**src/include/tsf_consts.vh**
```
// Register offsets, field positions and reset values of the timer status flag block.
// Included by bare name from every design file of the block.
`ifndef TSF_CONSTS_VH
`define TSF_CONSTS_VH

// ****************************************
// Register byte offsets
// ****************************************
`define TSF_OFS_IRQ_ENABLE    12'h00C
`define TSF_OFS_EVENT_FLAGS   12'h010

// ****************************************
// Field positions in timer_event_flags
// ****************************************
`define TSF_BIT_CH1_EVENT     1
`define TSF_BIT_CH4_EVENT     4
`define TSF_BIT_COMMUTATION   5
`define TSF_BIT_TRIGGER       6
`define TSF_BIT_PRIMARY_BRK   7
`define TSF_BIT_SECONDARY_BRK 8
`define TSF_BIT_CH1_OVER      9
`define TSF_BIT_CH3_OVER      11

// ****************************************
// Field positions in irq_dma_enable_reg
// ****************************************
`define TSF_BIT_BREAK_IRQ_EN  7
`define TSF_IRQ_ENABLE_MSB    12

// ****************************************
// Reset values
// ****************************************
`define TSF_RST_FLAG          1'h0
`define TSF_RST_IRQ_ENABLE    13'h0000
`define TSF_RST_WORD          32'h00000000

`endif

```
**src/rtl/tsf_sync.v**
```verilog
// Two flip-flop level synchroniser, one per bit.
// Assumes inputs are levels from outside the hclk domain.
`timescale 1ns/100ps
`include "tsf_consts.vh"

module tsf_sync #(
	parameter WIDTH = 2
) (
	input  wire             hclk,
	input  wire             hresetn,
	input  wire [WIDTH-1:0] async_in,
	output wire [WIDTH-1:0] sync_out
);

	reg [WIDTH-1:0] stage1_reg;
	reg [WIDTH-1:0] stage2_reg;

	// First stage is read only by the second stage
	always @(posedge hclk or negedge hresetn) begin
		if (!hresetn) begin
			stage1_reg <= {WIDTH{1'b0}};
			stage2_reg <= {WIDTH{1'b0}};
		end else begin
			stage1_reg <= async_in;
			stage2_reg <= stage1_reg;
		end
	end

	assign sync_out = stage2_reg;

endmodule

```
**src/rtl/tsf_chan_flag.v**
```verilog
// Capture/compare event flag and overcapture flag of one timer channel.
// Assumes event strobes are one-cycle pulses from logic on hclk.
`timescale 1ns/100ps
`include "tsf_consts.vh"

module tsf_chan_flag #(
	parameter HAS_OVER = 1
) (
	input  wire hclk,
	input  wire hresetn,
	input  wire is_input,
	input  wire capture_evt,
	input  wire match_evt,
	input  wire retrig_evt,
	input  wire capture_read,
	input  wire sw_clr_event,
	input  wire sw_clr_over,
	output wire event_flag,
	output wire over_flag
);

	reg  event_reg;
	reg  over_reg;
	wire event_set;
	wire event_clr;
	wire over_set;
	wire event_next;
	wire over_next;

	assign event_set  = is_input ? capture_evt : (match_evt | retrig_evt); // RQ12
	assign event_clr  = sw_clr_event | (is_input & capture_read); // RQ13
	// Set beats clear so a capture in the clearing cycle is kept
	assign event_next = event_set | (event_reg & ~event_clr); // RQ3
	// Uses the flag value before this capture sets it again
	assign over_set   = (HAS_OVER != 0) & is_input & capture_evt & event_reg; // RQ1 RQ2
	assign over_next  = over_set | (over_reg & ~sw_clr_over); // RQ3

	always @(posedge hclk or negedge hresetn) begin
		if (!hresetn) begin
			event_reg <= `TSF_RST_FLAG;
			over_reg  <= `TSF_RST_FLAG;
		end else begin
			event_reg <= event_next;
			over_reg  <= over_next;
		end
	end

	assign event_flag = event_reg;
	assign over_flag  = over_reg;

endmodule

```
**src/rtl/tsf_top.v**
```verilog
// Timer status flag logic with its AHB-Lite register slave.
// Assumes the counter, compare and capture datapath on hclk drives the event
// strobes; break inputs are asynchronous active-high levels.
//
// Overview of operation
// RQ1 - Overcapture only sets on input-capture channels
// RQ2 - Overcapture on capture while event flag set
// RQ3 - Writing zero clears a flag, one keeps
// RQ4 - Secondary break flag sets on active input
// RQ5 - Secondary break clear only while input inactive
// RQ6 - Secondary break flag raises irq when enabled
// RQ7 - Primary break flag sets on active input
// RQ8 - Primary break clear only while input inactive
// RQ9 - Primary break flag raises irq when enabled
// RQ10 - Trigger flag sets on every trigger event
// RQ11 - Commutation flag sets on commutation event
// RQ12 - Output channel flag sets on match, retrigger
// RQ13 - Input channel flag: capture sets, read clears
// RQ14 - Channels two to four behave like one; channel four has no overcapture flag
// RQ15 - Break irq enable is bit seven
`timescale 1ns/100ps
`include "tsf_consts.vh"

module tsf_top #(
	parameter NUM_CH   = 4,
	parameter NUM_OVER = 3,
	parameter ADDR_W   = 12
) (
	input  wire              hclk,
	input  wire              hresetn,
	input  wire              hsel,
	input  wire [ADDR_W-1:0] haddr,
	input  wire [1:0]        htrans,
	input  wire              hwrite,
	input  wire [2:0]        hsize,
	input  wire [31:0]       hwdata,
	input  wire              hready,
	output wire              hreadyout,
	output wire              hresp,
	output wire [31:0]       hrdata,
	input  wire              break_in,
	input  wire              break2_in,
	input  wire              trigger_evt,
	input  wire              commutation_evt,
	input  wire [NUM_CH-1:0] ch_is_input,
	input  wire [NUM_CH-1:0] ch_capture_evt,
	input  wire [NUM_CH-1:0] ch_match_evt,
	input  wire [NUM_CH-1:0] ch_retrig_evt,
	input  wire [NUM_CH-1:0] ch_capture_read,
	output wire              break_irq
);

	// ****************************************
	// Address decode
	// ****************************************
	function hit;
		input [ADDR_W-1:0] addr;
		input [11:0]       ofs;
		begin
			hit = (addr[ADDR_W-1:2] == ofs[ADDR_W-1:2]);
		end
	endfunction

	// ****************************************
	// AHB-Lite slave
	// ****************************************
	reg         wr_flags_reg;
	reg         wr_enable_reg;
	reg  [31:0] hrdata_reg;
	reg  [31:0] rd_next;
	wire        access;
	wire [31:0] flags_word;
	reg  [`TSF_IRQ_ENABLE_MSB:0] irq_enable_reg;

	// Single slave, never stretches a transfer
	assign hreadyout = 1'b1;
	assign hresp     = 1'b0;
	assign access    = hsel & htrans[1] & hready;

	always @* begin
		rd_next = `TSF_RST_WORD;
		if (hit(haddr, `TSF_OFS_EVENT_FLAGS)) begin
			rd_next = flags_word;
		end else if (hit(haddr, `TSF_OFS_IRQ_ENABLE)) begin
			rd_next = {{(31-`TSF_IRQ_ENABLE_MSB){1'b0}}, irq_enable_reg};
		end
	end

	// Read data sampled at the address phase, held through the data phase
	always @(posedge hclk or negedge hresetn) begin
		if (!hresetn) begin
			wr_flags_reg  <= 1'b0;
			wr_enable_reg <= 1'b0;
			hrdata_reg    <= `TSF_RST_WORD;
		end else begin
			wr_flags_reg  <= access & hwrite & hit(haddr, `TSF_OFS_EVENT_FLAGS);
			wr_enable_reg <= access & hwrite & hit(haddr, `TSF_OFS_IRQ_ENABLE);
			if (access & ~hwrite) begin
				hrdata_reg <= rd_next;
			end
		end
	end

	assign hrdata = hrdata_reg;

	// ****************************************
	// Interrupt enable register
	// ****************************************
	always @(posedge hclk or negedge hresetn) begin
		if (!hresetn) begin
			irq_enable_reg <= `TSF_RST_IRQ_ENABLE;
		end else if (wr_enable_reg) begin
			irq_enable_reg <= hwdata[`TSF_IRQ_ENABLE_MSB:0];
		end
	end

	// ****************************************
	// Break, trigger and commutation flags
	// ****************************************
	wire [1:0]  brk_sync;
	wire [31:0] clr_mask;
	reg         primary_break_flag_reg;
	reg         secondary_break_flag_reg;
	reg         trigger_event_flag_reg;
	reg         commutation_flag_reg;

	tsf_sync #(
		.WIDTH (2)
	) u_brk_sync (
		.hclk     (hclk),
		.hresetn  (hresetn),
		.async_in ({break2_in, break_in}),
		.sync_out (brk_sync)
	);

	// A written zero clears, a written one leaves the bit alone
	assign clr_mask = wr_flags_reg ? ~hwdata : `TSF_RST_WORD; // RQ3

	// Active break level holds the flag set, so a clear only lands once inactive
	always @(posedge hclk or negedge hresetn) begin
		if (!hresetn) begin
			primary_break_flag_reg   <= `TSF_RST_FLAG;
			secondary_break_flag_reg <= `TSF_RST_FLAG;
			trigger_event_flag_reg   <= `TSF_RST_FLAG;
			commutation_flag_reg     <= `TSF_RST_FLAG;
		end else begin
			primary_break_flag_reg   <= brk_sync[0] |
				(primary_break_flag_reg & ~clr_mask[`TSF_BIT_PRIMARY_BRK]); // RQ7 RQ8
			secondary_break_flag_reg <= brk_sync[1] |
				(secondary_break_flag_reg & ~clr_mask[`TSF_BIT_SECONDARY_BRK]); // RQ4 RQ5
			trigger_event_flag_reg   <= trigger_evt |
				(trigger_event_flag_reg & ~clr_mask[`TSF_BIT_TRIGGER]); // RQ10
			commutation_flag_reg     <= commutation_evt |
				(commutation_flag_reg & ~clr_mask[`TSF_BIT_COMMUTATION]); // RQ11
		end
	end

	// Break interrupt from either break flag
	assign break_irq = irq_enable_reg[`TSF_BIT_BREAK_IRQ_EN] &
		(primary_break_flag_reg | secondary_break_flag_reg); // RQ6 RQ9 RQ15

	// ****************************************
	// Channel flags
	// ****************************************
	wire [NUM_CH-1:0] ch_event_flag;
	wire [NUM_CH-1:0] ch_over_flag;

	genvar ci;
	generate
		for (ci = 0; ci < NUM_CH; ci = ci + 1) begin : g_ch
			// Same logic per channel; only the first channels carry overcapture
			tsf_chan_flag #(
				.HAS_OVER ((ci < NUM_OVER) ? 1 : 0)
			) u_chan ( // RQ14
				.hclk         (hclk),
				.hresetn      (hresetn),
				.is_input     (ch_is_input[ci]),
				.capture_evt  (ch_capture_evt[ci]),
				.match_evt    (ch_match_evt[ci]),
				.retrig_evt   (ch_retrig_evt[ci]),
				.capture_read (ch_capture_read[ci]),
				.sw_clr_event (clr_mask[`TSF_BIT_CH1_EVENT + ci]),
				.sw_clr_over  (clr_mask[`TSF_BIT_CH1_OVER + ci]),
				.event_flag   (ch_event_flag[ci]),
				.over_flag    (ch_over_flag[ci])
			);
		end
	endgenerate

	// ****************************************
	// Status word
	// ****************************************
	// Bits above the overcapture field and the update bit belong elsewhere
	assign flags_word = {
		{(31-`TSF_BIT_CH3_OVER){1'b0}},
		ch_over_flag[NUM_OVER-1:0],
		secondary_break_flag_reg,
		primary_break_flag_reg,
		trigger_event_flag_reg,
		commutation_flag_reg,
		ch_event_flag,
		1'b0
	};

endmodule

```
**config.mk**
```make
export PLATFORM = sky130hd
export DESIGN_NAME = tsf_top
export DESIGN_NICKNAME = d
export VERILOG_FILES = /design/src/rtl/tsf_sync.v /design/src/rtl/tsf_chan_flag.v /design/src/rtl/tsf_top.v
export VERILOG_INCLUDE_DIRS = /design/src /design/src/include
export SDC_FILE = /design/constraint.sdc
export NUM_CORES = 1
export LEC_CHECK = 0
export BUFFER_PORTS_ARGS = -buffer_cell sky130_fd_sc_hd__buf_2
export CAP_MARGIN = 20
export CORE_MARGIN = 1
export CORE_UTILIZATION = 44
export CTS_CLUSTER_SIZE = 8
export DETAILED_ROUTE_END_ITERATION = 16
export PLACE_DENSITY = 0.86
export SETUP_SLACK_MARGIN = 0.15
export SLEW_MARGIN = 15
export SYNTH_ARGS = -nofsm -noshare
export SYNTH_HDL_FRONTEND = slang
export SYNTH_SLANG_ARGS = --single-unit
```
**constraint.sdc**
```tcl
create_clock -name hclk -period 1.5 [get_ports hclk]
set_input_delay 0.375 -clock hclk [delete_from_list [all_inputs] [get_ports hclk]]
set_output_delay 0.375 -clock hclk [all_outputs]
set_load 0.05 [all_outputs]
```
==> results.md <==
* Root Buffer: clkbuf_8
* Flops & latches, synth at 43
* HPWL after DPL at 3.04 mm
* FFs w/ async S/R, synth at 100%
* # Max-Cap Violations at 0
* Die Span Y at 70.2 um
* Vias in the first global route at 1558
* Die W at 70.2 um
* Final hold viol count at 0
* Remaining global-route overflow at 0
* Net count, final at 349
* Ys flop type: dfrtp_1
* Slew Limit Fails at 0
* Worst slack, placed at 0.0203 ns
* GPL Wtd Cong at 0.695
* Post-DP Area at 2380 um^2
* First drt pass iteration count at 4
* Min Hold Slack at 0.0452 ns
* Crit path required time at 1.12 ns
* Peak Freq at 722 MHz
* Worst setup SP type: register
* Largest net degree at the start of global routing at 44
* CTS max path bufs at 2
* Worst Skew at 0.00329 ns
* CP delay by family, top: flip-flops
* Site Rows at 24
* First-pass GRT wire length at 6.98 mm
* Fin crit share at 92.3%
* Num ports at 113
* TritonCTS clock tree: done
* PortBufs at 66
* Power Dens Cells at 845 nW/um^2
* Final setup viols at 0
* Vias per inst at 4.94
* Lkg Pwr at 1.30 nW
* Count of different cell masters after synthesis at 32
* Tmin final at 1.38 ns
* Crit path cell chain: inv_2, a21oi_2, buf_6
* DIE AREA at 4930 um^2
* Clock Latency Late Sink at 0.29 ns
* DRT Wirelength at 4.11 mm
* Initial antenna violation count at 0
* Status: complete, no violations
* Clock sinks at 43
* Post-Layout Inst Area at 2490 um^2
* Hold Crit Class: input port to async pin
* Top fanout value on the critical path at 2
* CP max stage cell: dfrtp_1
* Inserted Diodes at 0
* CTS Buf Count at 5
* Worst setup margin at 0.115 ns
* Seq/Total Area, Yosys at 52.5%
* Synthesized cell area at 2050 um^2
* H-tree depth at 2
* Critical Path Max Stage Delay at 0.37 ns
* Starting DRT DRC Count at 102
* # DRC at 0
* Area of the core at 4410 um^2
* Setup CP Type: register to output pin
* Post-Syn Area per Cell at 10.4 um^2
* Share of post-route cells with drive strength above 1 at 37.0%
* Post-route ant nets at 0
* Vias at 1590
* Cells after synthesis at 197
* Area grow syn2layout at 21.8%
* Starting Density at 46.4%
* Post-DR wirelength/cell at 12.8 um
* CP Buf/Inv Count at 2
* Arrival @ worst endpoint at 1.01 ns
* Tot GR Track Use at 18.4%
* CP Capture Type: output pin
* Total negative slack at 0 ns
* Maximum VDD drop at 0.000363 V
* EDFF count, synth at 0
* Synth warn at 0
* Util after Layout at 56.5%
* RSZ-0062 raised after global routing: true
* Clk slew on worst S/H paths at 0.07 ns
-- power by group --
group          switching [W]  internal, W
sequential        0.00000826      0.00117
combinational       0.000194    0.0000742
clock               0.000349     0.000310
-- layer usage --
metal	track usage [%]	routed length, um
met1	22.7	1850
met2	30.6	1940
met3	4.04	229
met4	8.22	85
met5	0	0
-- cells in the mapped netlist (all sizes together) (2+ instances only) --
cell type,number,area (um^2)
dfrtp,43,1080
nand2,26,97.6
inv,25,93.8
buf,23,180
o21ai,16,80.1
o221ai,11,159
nand2b,5,31.3
nor2b,5,31.3
a21o,4,30.0
a21oi,4,20.0
clkbuf,4,15.0
nand3,4,20.0
a2111oi,3,26.3
a31oi,3,18.8
nand4,3,18.8
conb,2,7.51
mux2,2,22.5
nor3,2,15.0
or2b,2,15.0
-- layout make-up --
type | count | area, um^2
tap | 52 | 65.1
fill | 414 | 1920
inverter | 25 | 93.8
multi-input combinational | 121 | 771
sequential | 43 | 1080
clock buffer | 6 | 72.6
timing repair buffer | 75 | 417
-- logic make-up after synthesis --
group	share of synthesized area [%]
mux	1.10
simple gates	14.9
buf+inv	14.1
other cells	0.367
flops	52.5
compound gates	17.0
-- metrics by stage --
| stage | power [W] | std cells |
|---|---|---|
| 2_1_floorplan | 0.00139 | 216 |
| 5_1_grt | 0.00220 | 322 |
| 4_1_cts | 0.00212 | 322 |
| 6_report | 0.00211 | 322 |
| 3_5_place_dp | 0.00147 | 313 |
| 3_3_place_gp | 0.00146 | 313 |
-- layout by cell type, fill, tap and decap left out, drive strengths merged, types with 2 or more instances in the layout --
master / Yosys / final
a21o: 4 / 4
conb: 2 / 21
clkbuf: 4 / 6
nor3: 2 / 2
mux2: 2 / 2
a31oi: 3 / 3
nand3: 4 / 4
dfrtp: 43 / 43
a21oi: 4 / 4
buf: 23 / 75
or2b: 2 / 2
nand2: 26 / 26
nor2b: 5 / 5
a2111oi: 3 / 3
o221ai: 11 / 11
nand4: 3 / 3
nand2b: 5 / 5
o21ai: 16 / 16
inv: 25 / 25
-- timing repair --
item | in CTS | in global routing
resized for setup | 3 | 5
setup buffers | 3 | 0
endpoints found under the setup margin | 1 | 3
pin swaps | 1 | 1
hold buffers | 0 | 0
-- path summary, 6_finish.rpt --
path	cells past startpoint	endpoint	startpoint	slack, ns
min	2	hrdata[8]	hresetn	0.05
max in group asynchronous	2	wr_flags_reg	hresetn	1.24
min reg2reg	0	u_brk_sync.sync_out[0]	u_brk_sync.stage1_reg[0]	0.35
max	3	break_irq	primary_break_flag_reg	0.12
min in group hclk	1	u_brk_sync.stage1_reg[0]	break_in	0.19
max reg2reg	3	g_ch[1].u_chan.event_flag	wr_flags_reg	0.30
Note: power is estimated with default switching activity, not from simulation.
